File: src/egress_pace_pkg.sv
// constants, register map and types for the egress pacing, default tag and drop count bank
`default_nettype none
package egress_pace_pkg;

  // Overview of operation
  // - each queue may send one byte per (field plus one) times 20 ns
  // - 13-bit pace field per queue: odd queue bits 25:13, even 12:0, reset zero
  // - pacing acts only when the global buffer manager pacing enable is set
  // - per port 3-bit default priority in bits 14:12, reset zero, for egress tags
  // - per port 12-bit default VLAN ID in bits 11:0, reset one, for egress tags
  // - per port 32-bit counter counts packets dropped by ingress rate limiting
  // - a software read clears the drop counter; counter resets to zero
  // - drop counter stops at all ones and never wraps

  // register indices; byte address is four times the index
  localparam logic [13:0] IDX_PACE_P0_Q01 = 14'h1C0D;
  localparam logic [13:0] IDX_PACE_P0_Q23 = 14'h1C0E;
  localparam logic [13:0] IDX_PACE_P1_Q01 = 14'h1C0F;
  localparam logic [13:0] IDX_PACE_P1_Q23 = 14'h1C10;
  localparam logic [13:0] IDX_PACE_P2_Q01 = 14'h1C11;
  localparam logic [13:0] IDX_PACE_P2_Q23 = 14'h1C12;
  localparam logic [13:0] IDX_TAG_P0      = 14'h1C13;
  localparam logic [13:0] IDX_TAG_P1      = 14'h1C14;
  localparam logic [13:0] IDX_TAG_P2      = 14'h1C15;
  localparam logic [13:0] IDX_DROP_P0     = 14'h1C16;
  localparam logic [13:0] IDX_DROP_P1     = 14'h1C17;
  localparam logic [13:0] IDX_DROP_P2     = 14'h1C18;

  // slot numbering inside the bank: 0..5 pace, 6..8 tag, 9..11 drop
  localparam logic [3:0]  SLOT_PACE0 = 4'h0;
  localparam logic [3:0]  SLOT_TAG0  = 4'h6;
  localparam logic [3:0]  SLOT_DROP0 = 4'h9;
  localparam logic [3:0]  SLOT_NONE  = 4'hF;
  localparam int          NUM_SLOTS  = 12;
  localparam int          NUM_PORTS  = 3;
  localparam int          NUM_QUEUES = 12;
  localparam int          NUM_PACE   = 6;
  localparam int          ADDR_W     = 16;

  // field layout
  localparam int          PACE_W       = 13;
  localparam int          PACE_EVEN_LSB = 0;
  localparam int          PACE_ODD_LSB = 13;
  localparam logic [31:0] PACE_MASK    = 32'h03FF_FFFF;
  localparam int          VID_W        = 12;
  localparam int          VID_LSB      = 0;
  localparam int          PRI_W        = 3;
  localparam int          PRI_LSB      = 12;
  localparam logic [31:0] TAG_MASK     = 32'h0000_7FFF;

  // reset values
  localparam logic [31:0] PACE_RESET = 32'h0000_0000;
  localparam logic [31:0] TAG_RESET  = 32'h0000_0001;
  localparam logic [31:0] DROP_RESET = 32'h0000_0000;
  localparam logic [31:0] DROP_MAX   = 32'hFFFF_FFFF;

  // timing: one pacing unit, converted to clock cycles
  localparam int          PACE_UNIT_NS  = 20;
  localparam int          CLK_PERIOD_NS = 10;
  localparam int          PACE_UNIT_CYC = PACE_UNIT_NS / CLK_PERIOD_NS;
  localparam int          PACE_CNT_W    = 15;

  // AXI responses
  localparam logic [1:0]  RESP_OKAY   = 2'h0;
  localparam logic [1:0]  RESP_SLVERR = 2'h2;

  typedef struct packed {
    logic [PRI_W-1:0] pri;
    logic [VID_W-1:0] vid;
  } port_tag_s;

endpackage
`default_nettype wire

File: src/egress_pace_vlan_drop_regs.sv
// AXI4-Lite register bank with egress byte pacers, default tags and ingress drop counters
//
// Register access over AXI4-Lite was decided locally.
`timescale 1ns/1ps
`default_nettype none

module egress_pace_vlan_drop_regs
(
  input  wire logic                                  clk_i,
  input  wire logic                                  rst_n_i,
  input  wire logic                                  ce_i,
  // AXI4-Lite slave
  input  wire logic [egress_pace_pkg::ADDR_W-1:0]    s_axi_awaddr_i,
  input  wire logic                                  s_axi_awvalid_i,
  output logic                                       s_axi_awready_o,
  input  wire logic [31:0]                           s_axi_wdata_i,
  input  wire logic [3:0]                            s_axi_wstrb_i,
  input  wire logic                                  s_axi_wvalid_i,
  output logic                                       s_axi_wready_o,
  output logic [1:0]                                 s_axi_bresp_o,
  output logic                                       s_axi_bvalid_o,
  input  wire logic                                  s_axi_bready_i,
  input  wire logic [egress_pace_pkg::ADDR_W-1:0]    s_axi_araddr_i,
  input  wire logic                                  s_axi_arvalid_i,
  output logic                                       s_axi_arready_o,
  output logic [31:0]                                s_axi_rdata_o,
  output logic [1:0]                                 s_axi_rresp_o,
  output logic                                       s_axi_rvalid_o,
  input  wire logic                                  s_axi_rready_i,
  // pacing
  input  wire logic                                  pace_global_en_i,
  input  wire logic [egress_pace_pkg::NUM_QUEUES-1:0] byte_sent_i,
  output logic [egress_pace_pkg::NUM_QUEUES-1:0]     byte_allow_o,
  // default tags and drop events
  output egress_pace_pkg::port_tag_s [egress_pace_pkg::NUM_PORTS-1:0] port_tag_o,
  input  wire logic [egress_pace_pkg::NUM_PORTS-1:0] ingress_drop_i
);

  ////////////////////////////////////////////////////////////////////////////////
  // address decode

  // maps a byte address to a bank slot, or SLOT_NONE when unmapped
  function automatic logic [3:0] reg_slot(input logic [egress_pace_pkg::ADDR_W-1:0] addr);
    logic [13:0] idx;
    logic [13:0] rel;
    idx = addr[egress_pace_pkg::ADDR_W-1:2];
    rel = idx - egress_pace_pkg::IDX_PACE_P0_Q01;
    if (idx >= egress_pace_pkg::IDX_PACE_P0_Q01 && idx <= egress_pace_pkg::IDX_DROP_P2)
      reg_slot = rel[3:0];
    else
      reg_slot = egress_pace_pkg::SLOT_NONE;
  endfunction

  // expands byte strobes into a bit mask
  function automatic logic [31:0] strb_mask(input logic [3:0] strb);
    strb_mask = {{8{strb[3]}}, {8{strb[2]}}, {8{strb[1]}}, {8{strb[0]}}};
  endfunction

  ////////////////////////////////////////////////////////////////////////////////
  // storage

  logic [31:0]                      pace_reg [egress_pace_pkg::NUM_PACE];
  logic [31:0]                      tag_reg  [egress_pace_pkg::NUM_PORTS];
  logic [31:0]                      drop_reg [egress_pace_pkg::NUM_PORTS];
  logic [31:0]                      reg_word [egress_pace_pkg::NUM_SLOTS];

  ////////////////////////////////////////////////////////////////////////////////
  // write channel

  logic                             aw_hold_reg;
  logic [egress_pace_pkg::ADDR_W-1:0] aw_addr_reg;
  logic                             w_hold_reg;
  logic [31:0]                      w_data_reg;
  logic [3:0]                       w_strb_reg;
  logic                             bvalid_reg;
  logic [1:0]                       bresp_reg;
  wire logic                        aw_fire;
  wire logic                        w_fire;
  wire logic                        wr_fire;
  wire logic [3:0]                  wr_slot;
  wire logic [31:0]                 wr_mask;

  // address and data are taken independently; each stalls until the write is answered
  assign s_axi_awready_o = ce_i & ~aw_hold_reg & ~bvalid_reg;
  assign s_axi_wready_o  = ce_i & ~w_hold_reg & ~bvalid_reg;
  assign aw_fire         = s_axi_awvalid_i & s_axi_awready_o;
  assign w_fire          = s_axi_wvalid_i & s_axi_wready_o;
  assign wr_fire         = ce_i & aw_hold_reg & w_hold_reg & ~bvalid_reg;
  assign wr_slot         = reg_slot(aw_addr_reg);
  assign wr_mask         = strb_mask(w_strb_reg);
  assign s_axi_bvalid_o  = bvalid_reg;
  assign s_axi_bresp_o   = bresp_reg;

  // capture address and data, then commit and raise the response
  always_ff @(posedge clk_i)
  begin
    if (!rst_n_i)
    begin
      aw_hold_reg <= 1'b0;
      aw_addr_reg <= '0;
      w_hold_reg  <= 1'b0;
      w_data_reg  <= 32'h0000_0000;
      w_strb_reg  <= 4'h0;
      bvalid_reg  <= 1'b0;
      bresp_reg   <= egress_pace_pkg::RESP_OKAY;
    end
    else if (ce_i)
    begin
      if (aw_fire)
      begin
        aw_hold_reg <= 1'b1;
        aw_addr_reg <= s_axi_awaddr_i;
      end
      if (w_fire)
      begin
        w_hold_reg <= 1'b1;
        w_data_reg <= s_axi_wdata_i;
        w_strb_reg <= s_axi_wstrb_i;
      end
      if (wr_fire)
      begin
        aw_hold_reg <= 1'b0;
        w_hold_reg  <= 1'b0;
        bvalid_reg  <= 1'b1;
        bresp_reg   <= (wr_slot == egress_pace_pkg::SLOT_NONE) ?
                       egress_pace_pkg::RESP_SLVERR : egress_pace_pkg::RESP_OKAY;
      end
      else if (bvalid_reg && s_axi_bready_i)
        bvalid_reg <= 1'b0;
    end
  end

  ////////////////////////////////////////////////////////////////////////////////
  // read channel

  logic                             rvalid_reg;
  logic [31:0]                      rdata_reg;
  logic [1:0]                       rresp_reg;
  wire logic                        ar_fire;
  wire logic [3:0]                  rd_slot;
  wire logic                        rd_mapped;
  wire logic [31:0]                 rd_word;

  // one read in flight; the word is sampled at the address handshake
  assign s_axi_arready_o = ce_i & ~rvalid_reg;
  assign ar_fire         = s_axi_arvalid_i & s_axi_arready_o;
  assign rd_slot         = reg_slot(s_axi_araddr_i);
  assign rd_mapped       = (rd_slot != egress_pace_pkg::SLOT_NONE);
  assign rd_word         = rd_mapped ? reg_word[rd_slot] : 32'h0000_0000;
  assign s_axi_rvalid_o  = rvalid_reg;
  assign s_axi_rdata_o   = rdata_reg;
  assign s_axi_rresp_o   = rresp_reg;

  // hold the answer until the master takes it
  always_ff @(posedge clk_i)
  begin
    if (!rst_n_i)
    begin
      rvalid_reg <= 1'b0;
      rdata_reg  <= 32'h0000_0000;
      rresp_reg  <= egress_pace_pkg::RESP_OKAY;
    end
    else if (ce_i)
    begin
      if (ar_fire)
      begin
        rvalid_reg <= 1'b1;
        rdata_reg  <= rd_word;
        rresp_reg  <= rd_mapped ? egress_pace_pkg::RESP_OKAY : egress_pace_pkg::RESP_SLVERR;
      end
      else if (rvalid_reg && s_axi_rready_i)
        rvalid_reg <= 1'b0;
    end
  end

  ////////////////////////////////////////////////////////////////////////////////
  // pacing field registers

  genvar r;
  generate
    for (r = 0; r < egress_pace_pkg::NUM_PACE; r++)
    begin : g_pace_reg
      wire logic        hit;
      wire logic [31:0] merged;

      // reserved bits 31:26 are never stored, so they read as zero
      assign hit    = wr_fire && (wr_slot == egress_pace_pkg::SLOT_PACE0 + 4'(r));
      assign merged = ((pace_reg[r] & ~wr_mask) | (w_data_reg & wr_mask))
                      & egress_pace_pkg::PACE_MASK;
      assign reg_word[egress_pace_pkg::SLOT_PACE0 + r] = pace_reg[r];

      always_ff @(posedge clk_i)
      begin
        if (!rst_n_i)
          pace_reg[r] <= egress_pace_pkg::PACE_RESET;
        else if (ce_i && hit)
          pace_reg[r] <= merged;
      end
    end
  endgenerate

  ////////////////////////////////////////////////////////////////////////////////
  // per-queue byte pacers

  genvar q;
  generate
    for (q = 0; q < egress_pace_pkg::NUM_QUEUES; q++)
    begin : g_pacer
      localparam int LSB = (q % 2 == 1) ? egress_pace_pkg::PACE_ODD_LSB
                                        : egress_pace_pkg::PACE_EVEN_LSB;
      logic [egress_pace_pkg::PACE_CNT_W-1:0] gap_reg;
      wire logic [egress_pace_pkg::PACE_W-1:0]     field;
      wire logic [egress_pace_pkg::PACE_CNT_W-1:0] load;
      wire logic                                   take;

      // interval in cycles is (field + 1) * unit; load one less because the
      // send cycle itself counts toward the gap
      assign field = pace_reg[q / 2][LSB +: egress_pace_pkg::PACE_W];
      assign load  = egress_pace_pkg::PACE_CNT_W'(
                       (egress_pace_pkg::PACE_CNT_W'(field) + 15'h0001)
                       * egress_pace_pkg::PACE_CNT_W'(egress_pace_pkg::PACE_UNIT_CYC))
                     - 15'h0001;
      // with the global enable off the queue runs unpaced
      assign byte_allow_o[q] = ~pace_global_en_i | (gap_reg == '0);
      assign take  = byte_sent_i[q] & byte_allow_o[q] & pace_global_en_i;

      always_ff @(posedge clk_i)
      begin
        if (!rst_n_i)
          gap_reg <= '0;
        else if (ce_i)
        begin
          if (!pace_global_en_i)
            gap_reg <= '0;
          else if (take)
            gap_reg <= load;
          else if (gap_reg != '0)
            gap_reg <= gap_reg - 15'h0001;
        end
      end
    end
  endgenerate

  ////////////////////////////////////////////////////////////////////////////////
  // per-port default tag and drop counter

  genvar p;
  generate
    for (p = 0; p < egress_pace_pkg::NUM_PORTS; p++)
    begin : g_port
      wire logic        tag_hit;
      wire logic [31:0] tag_merged;
      wire logic        rd_clear;
      wire logic        at_max;

      assign tag_hit    = wr_fire && (wr_slot == egress_pace_pkg::SLOT_TAG0 + 4'(p));
      assign tag_merged = ((tag_reg[p] & ~wr_mask) | (w_data_reg & wr_mask))
                          & egress_pace_pkg::TAG_MASK;
      assign reg_word[egress_pace_pkg::SLOT_TAG0 + p] = tag_reg[p];
      // tag fields go straight to the egress tagger from flops
      assign port_tag_o[p].pri =
        tag_reg[p][egress_pace_pkg::PRI_LSB +: egress_pace_pkg::PRI_W];
      assign port_tag_o[p].vid =
        tag_reg[p][egress_pace_pkg::VID_LSB +: egress_pace_pkg::VID_W];

      // default priority and VLAN ID, reserved bits 31:15 read zero
      always_ff @(posedge clk_i)
      begin
        if (!rst_n_i)
          tag_reg[p] <= egress_pace_pkg::TAG_RESET;
        else if (ce_i && tag_hit)
          tag_reg[p] <= tag_merged;
      end

      // clear happens at the address handshake, the same edge that samples the word
      assign rd_clear = ar_fire && (rd_slot == egress_pace_pkg::SLOT_DROP0 + 4'(p));
      assign at_max   = (drop_reg[p] == egress_pace_pkg::DROP_MAX);
      assign reg_word[egress_pace_pkg::SLOT_DROP0 + p] = drop_reg[p];

      // a drop landing on the clearing read is kept rather than lost
      always_ff @(posedge clk_i)
      begin
        if (!rst_n_i)
          drop_reg[p] <= egress_pace_pkg::DROP_RESET;
        else if (ce_i)
        begin
          if (rd_clear)
            drop_reg[p] <= ingress_drop_i[p] ? 32'h0000_0001 : 32'h0000_0000;
          else if (ingress_drop_i[p] && !at_max)
            drop_reg[p] <= drop_reg[p] + 32'h0000_0001;
        end
      end
    end
  endgenerate

endmodule

`default_nettype wire

File: config.mk
export PLATFORM = sky130hd
export DESIGN_NAME = egress_pace_vlan_drop_regs
export DESIGN_NICKNAME = d
export VERILOG_FILES = /design/src/egress_pace_pkg.sv /design/src/egress_pace_vlan_drop_regs.sv
export SDC_FILE = /design/constraint.sdc
export NUM_CORES = 1
export LEC_CHECK = 0
export BUFFER_PORTS_ARGS = -buffer_cell sky130_fd_sc_hd__buf_2
export CAP_MARGIN = 10
export CORE_AREA = 4 4 376 378
export CTS_CLUSTER_SIZE = 10
export DETAILED_ROUTE_END_ITERATION = 8
export DIE_AREA = 0 0 380 382
export GPL_TIMING_DRIVEN = 0
export PLACE_DENSITY = 0.48
export SKIP_CTS_REPAIR_TIMING = 1
export SYNTH_ARGS = -nofsm -noshare
export SYNTH_HDL_FRONTEND = slang
export SYNTH_SLANG_ARGS = --single-unit
File: constraint.sdc
create_clock -name clk_i -period 6.5 [get_ports clk_i]
set_input_delay 1.3 -clock clk_i [delete_from_list [all_inputs] [get_ports clk_i]]
set_output_delay 1.3 -clock clk_i [all_outputs]
set_load 0.01 [all_outputs]
==> impl_metrics.py, run 1 <==
metrics = {
    "drt": {
        "ant_nets": 0,
        "finalWirelength_um": 178000,
        "first_pass_iters": 6,
        "drc": 0,
        "drt_iter0_drc": 4998,
        "viasPerCell": 5.70,
        "post_drt_wl_per_cell_um": 25.9,
        "num_vias": 39108,
    },
    "timing": {
        "hold_violations": 0,
        "rsz0062_at_grt": "false",
        "whs_ns": 0.444,
        "slew_viol_final": 0,
        "tightest_slew_ns": 1.36,
        "final-setup-viol-count": 1,
        "fmax_ghz": 0.152,
        "fin_crit_ns": 6.59,
        "final.period_utilization_pct": 101,
        "setup-tns-final_ns": -0.0939,
        "setup_ws_ns": -0.0939,
        "finClkSkew_ns": 0.0268,
        "relSlewSlack_pct": 9.62,
    },
    "floorplan": {
        "die_h_um": 382,
        "pin_count": 190,
        "fp.coreArea_mm2": 0.137,
        "rows": 136,
        "die_width_um": 380,
        "start_util_pct": 27.9,
        "die_area_mm2": 0.145,
    },
    "clocking": {
        "clock_latency_ns": 0.66,
        "cts_num_sinks": 559,
        "cts_tree": "built",
        "cts_buffer_depth": 3,
        "clkTransAtPathRegs_ns": 0.05,
        "root_buffer": "clkbuf_16",
        "htree_levels": 3,
        "cts_made_buffers": 75,
    },
    "yosys": {
        "yosysMostFrequentCell": "a21oi_1",
        "ys.flop_type": "edfxtp_1",
        "avgSynthCellArea_um2": 8.13,
        "ys.warnings.count": 0,
        "synth_edf_count": 297,
        "synthTopCellsByArea": "edfxtp_1 (23%), dfxtp_1 (14%), a21oi_1 (6.3%)",
        "synth_top_area_share_pct": 23.3,
        "synth_area_mm2": 0.0383,
        "async_reset_ff_share_pct": 0,
        "synth_commonest_cells": "a21oi_1 (481), nand2_1 (480), nor2_1 (416)",
        "yosysUniqueCellTypes": 95,
        "synth_seq_cells": 559,
        "syn_inst": 4717,
        "synth_top_cell_by_area": "edfxtp_1",
        "synth-seq-area-share_pct": 36.9,
    },
    "worst_hold_path": {
        "holdPathStages": 2,
        "hold_path_class": "reg2reg",
    },
    "placement": {
        "dp_slack_ns": -0.452,
        "io_buffers": 176,
        "dp_hpwl_um": 135000,
        "place_congestion": 0.979,
        "placed_cell_area_mm2": 0.0421,
    },
    "worst_setup_path": {
        "critPathMaxStageDelay_ns": 0.76,
        "path_cells": "buf_2 > clkbuf_1 > buf_8 > clkbuf_1 > buf_8 > clkbuf_2 > clkbuf_4 > o21ai_0 > buf_2",
        "start_kind": "input pin",
        "crit_family": "buffers and inverters",
        "cp.buffers_inverters": 8,
        "crit_type": "in2out",
        "r2r_cells": 8,
        "cp_data_arrival_time_ns": 5.29,
        "cp_num_cells": 9,
        "cp_slowest_cell": "clkbuf_2",
        "path_max_fanout": 10,
        "critical_path_required_ns": 5.20,
        "end_kind": "output port",
    },
    "layout": {
        "drive_above_1_share_pct": 9.01,
        "final_area_mm2": 0.0445,
        "largest_reg_flops": 180,
        "final_nets": 5137,
        "final_util_pct": 32.4,
        "area_delta_synth_final_pct": 16.1,
    },
    "global_routing": {
        "antenna_found_initial": 12,
        "grt_max_degree": 27,
        "grt_overflow": 0,
        "grt_pass1_wl_um": 253000,
        "grt_usage_pct": 23.3,
        "grt_pass1_vias": 35313,
    },
    "job": {
        "drv_cap": 0,
    },
    "power_and_ir_drop": {
        "leakage_nw": 15.3,
        "p_per_area_mw_per_mm2": 250,
        "ir_drop_uv": 168,
    },
    "run_status": {
        "outcome": "finished with violations",
        "violations": "negative setup slack",
    },
}
-- cells by family after synthesis --
| family | Yosys count | share of synthesized area (%) |
|---|---|---|
| XOR/XNOR | 321 | 7.33 |
| flip-flops | 559 | 36.9 |
| AO/OA/AOI/OAI | 1323 | 21.6 |
| multiplexers | 104 | 2.78 |
| other | 1 | 0.00978 |
| AND/OR/NAND/NOR | 1949 | 25.7 |
| adder cells (fa/ha/maj) | 45 | 1.47 |
| buffers and inverters | 415 | 4.17 |
-- cells in the final DEF, fill, tap and decap left out, types with 19 or more instances in the layout --
| master | instances |
|---|---|
| a21oi_1 | 481 |
| nand2_1 | 480 |
| nor2_1 | 415 |
| edfxtp_1 | 297 |
| o21ai_0 | 294 |
| clkbuf_1 | 277 |
| dfxtp_1 | 262 |
| nand2b_1 | 217 |
| buf_2 | 209 |
| nand3_1 | 188 |
| xnor2_1 | 186 |
| nor3_1 | 139 |
| xor2_1 | 135 |
| and3_1 | 99 |
| inv_1 | 87 |
| mux2i_1 | 85 |
| clkbuf_16 | 75 |
| nor4_1 | 64 |
| nand4_1 | 62 |
| or3_1 | 61 |
| o22ai_1 | 52 |
| a211oi_1 | 47 |
| ha_1 | 45 |
| a31oi_1 | 41 |
| a22oi_1 | 41 |
| o211ai_1 | 36 |
| o2bb2ai_1 | 33 |
| and2_1 | 32 |
| nor3b_1 | 30 |
| or4_1 | 25 |
| nand3b_1 | 23 |
| o31ai_1 | 23 |
| a221oi_1 | 22 |
| nor2b_1 | 20 |
| clkbuf_8 | 20 |
| clkbuf_2 | 19 |
| and4_1 | 19 |
| mux2_2 | 19 |
-- final timing paths --
path	start	to	slack, ns
worst min-delay path	s_axi_rdata_o[30]	s_axi_rdata_o[30]	0.44
worst max-delay path	pace_global_en_i	byte_allow_o[8]	-0.09
worst max register to register	aw_addr_reg[2]	tag_reg[2][5]	1.90
worst min register to register	s_axi_rdata_o[30]	s_axi_rdata_o[30]	0.44
-- cell type report --
cell class	instances	area, um^2
Antenna cell	4	10.0
Timing Repair Buffer	205	1380
Tap cell	1794	2240
Inverter	89	334
Sequential cell	559	14200
Clock inverter	22	211
Clock buffer	117	2230
Fill cell	14564	93000
Buffer	326	1300
Multi-Input combinational cell	3744	22700
-- metrics by stage --
stage                     instances  power [W]
after floorplan                4718    0.00602
after global placement         6688    0.00689
after detailed placement       6716    0.00693
after CTS                      6855     0.0112
after global routing           6856     0.0116
final                          6860     0.0112
-- power by group --
part           internal [W]  switching, W
Clock               0.00242       0.00180
Sequential          0.00394      0.000270
Combinational      0.000944       0.00177
Total               0.00731       0.00384
-- per-layer routing --
metal,routed length (um),up-vias,global-route usage [%]
met1,79000,19262,33.1
met2,75600,1680,35.2
li1,-,17902,-
met4,7680,2,8.93
met3,15500,262,4.13
met5,12,-,0
-- worst reg2reg max path: stages, from the launching register on --
cell and delay [ns]:
dfxtp_1 0.57, inv_1 0.21, ha_1 0.32, nand2b_1 0.10
a31oi_1 0.09, nor3_1 0.82, nand3_1 0.42, a211oi_1 0.85
nand2b_1 0.84
Power figures use the tool's default switching activity.
==> run 2: changes to the inputs <==
- SETUP_SLACK_MARGIN: not set -> 0.1
==> impl_metrics.py, run 2 (same netlist as run 1, synthesis figures left out) <==
metrics = {
    "run_status": {
        "outcome": "finished with violations",
        "violations": "negative setup slack",
    },
    "layout": {
        "area_delta_synth_final_pct": 16.1,
        "layout_common_cells": "a21oi_1 (481), nand2_1 (480), nor2_1 (415)",
        "largest_reg_flops": 180,
        "n_fill_cell": 14570,
        "final-seq-area_mm2": 0.0142,
        "multi_input_area_mm2": 0.0227,
        "drive_above_1_share_pct": 9.01,
        "final_nets": 5136,
        "final_common_cell": "a21oi_1",
    },
    "job": {
        "drv_cap": 0,
    },
    "power_and_ir_drop": {
        "p_per_area_mw_per_mm2": 250,
        "total_power_w": 0.0112,
        "leakage_nw": 15.3,
        "ir_drop_uv": 167,
    },
    "worst_setup_path": {
        "path_cells": "buf_2 > clkbuf_1 > buf_8 > clkbuf_1 > buf_8 > clkbuf_2 > clkbuf_4 > o21ai_0 > buf_2",
        "crit_type": "in2out",
        "critPathMaxStageDelay_ns": 0.76,
        "cp_slowest_cell": "clkbuf_2",
        "r2r-start": "aw_addr_reg[2]",
        "path_max_fanout": 10,
        "cp.buffers_inverters": 8,
        "critical_path_required_ns": 5.20,
        "crit_family": "buffers and inverters",
        "cp_data_arrival_time_ns": 5.33,
        "end_kind": "output port",
        "start_kind": "input pin",
        "cp-startpoint": "pace_global_en_i",
    },
    "clocking": {
        "htree_levels": 3,
        "clock_latency_ns": 0.67,
        "cts_tree": "built",
        "cts_num_sinks": 559,
        "clkTransAtPathRegs_ns": 0.05,
        "root_buffer": "clkbuf_16",
        "cts_buffer_depth": 3,
        "cts_made_buffers": 75,
    },
    "placement": {
        "io_buffers": 176,
        "dp_slack_ns": -0.452,
        "dp_hpwl_um": 135000,
        "place_congestion": 0.979,
    },
    "timing": {
        "final.period_utilization_pct": 102,
        "rsz0062_at_grt": "true",
        "slew_viol_final": 0,
        "setup_ws_ns": -0.130,
        "whs_ns": 0.445,
        "fin_crit_ns": 6.63,
        "final-setup-viol-count": 1,
        "setup-tns-final_ns": -0.130,
        "hold_violations": 0,
        "tightest_slew_ns": 1.34,
        "fmax_ghz": 0.151,
        "finClkSkew_ns": 0.0295,
        "relSlewSlack_pct": 10.8,
    },
    "global_routing": {
        "grt_usage_pct": 23.3,
        "grt_pass1_vias": 35313,
        "grt_overflow": 0,
        "antenna_found_initial": 12,
        "grt_pass1_wl_um": 253000,
        "grt_max_degree": 27,
    },
    "drt": {
        "ant_nets": 0,
        "num_vias": 39057,
        "drc": 0,
        "viasPerCell": 5.69,
        "first_pass_iters": 6,
        "finalWirelength_um": 178000,
        "post_drt_wl_per_cell_um": 25.9,
        "drt_iter0_drc": 5011,
    },
    "floorplan": {
        "die_width_um": 380,
        "die_h_um": 382,
        "rows": 136,
        "pin_count": 190,
        "die_area_mm2": 0.145,
        "fp.coreArea_mm2": 0.137,
        "start_util_pct": 27.9,
    },
    "worst_hold_path": {
        "hold_path_class": "reg2reg",
        "min_from": "s_axi_rdata_o[30]",
    },
}
==> run 2: cell count changes in the layout (fill, tap and decap cells not counted) <==
cell | previous run | this run
clkbuf_1 | 277 | 276
diode_2 | 4 | 5
==> run 2: worst reg2reg max path: stages (launching register included) <==
cell	delay, ns
dfxtp_1	0.58
inv_1	0.20
ha_1	0.32
nand2b_1	0.10
a31oi_1	0.09
nor3_1	0.82
nand3_1	0.42
a211oi_1	0.83
nand2b_1	0.84
==> run 2: worst paths after layout <==
check | cells after the start | end | slack, ns
min | 2 | s_axi_rdata_o[30] | 0.45
max reg2reg | 8 | tag_reg[2][5] | 1.92
min reg2reg | 2 | s_axi_rdata_o[30] | 0.45
max | 9 | byte_allow_o[8] | -0.13
==> run 2: layout make-up <==
| class | instances | area share, % |
|---|---|---|
| Antenna cell | 5 | 0.0281 |
| Multi-Input combinational cell | 3744 | 50.9 |
| Tap cell | 1794 | 5.04 |
| Inverter | 89 | 0.750 |
| Sequential cell | 559 | 31.8 |
| Clock buffer | 117 | 5.02 |
| Buffer | 325 | 2.91 |
| Clock inverter | 22 | 0.475 |
| Timing Repair Buffer | 205 | 3.09 |
==> run 2: where the power goes <==
part / internal, W / switching, W / leakage [nW]
Clock: 0.00242 / 0.00180 / 1.20
Sequential: 0.00394 / 0.000271 / 5.22
Combinational: 0.000944 / 0.00177 / 8.86
==> run 2: through the flow <==
| stage | std cells | instance area (um^2) | utilization [%] |
|---|---|---|---|
| 3_5_place_dp | 6716 | 42100 | 30.6 |
| 4_1_cts | 6855 | 44500 | 32.4 |
| 2_1_floorplan | 4718 | 38300 | - |
| 6_report | 6860 | 44500 | 32.4 |
| 5_1_grt | 6855 | 44500 | 32.4 |
| 3_3_place_gp | 6688 | 41500 | 30.2 |
==> run 2: routing by layer <==
layer	part of all wire, %	GRT usage (%)	vias to the layer above
li1	-	-	17911
met1	44	33.1	19123
met2	42	35.2	1744
met3	8.7	4.13	277
met4	4.4	8.93	2
met5	0.0073	0	-
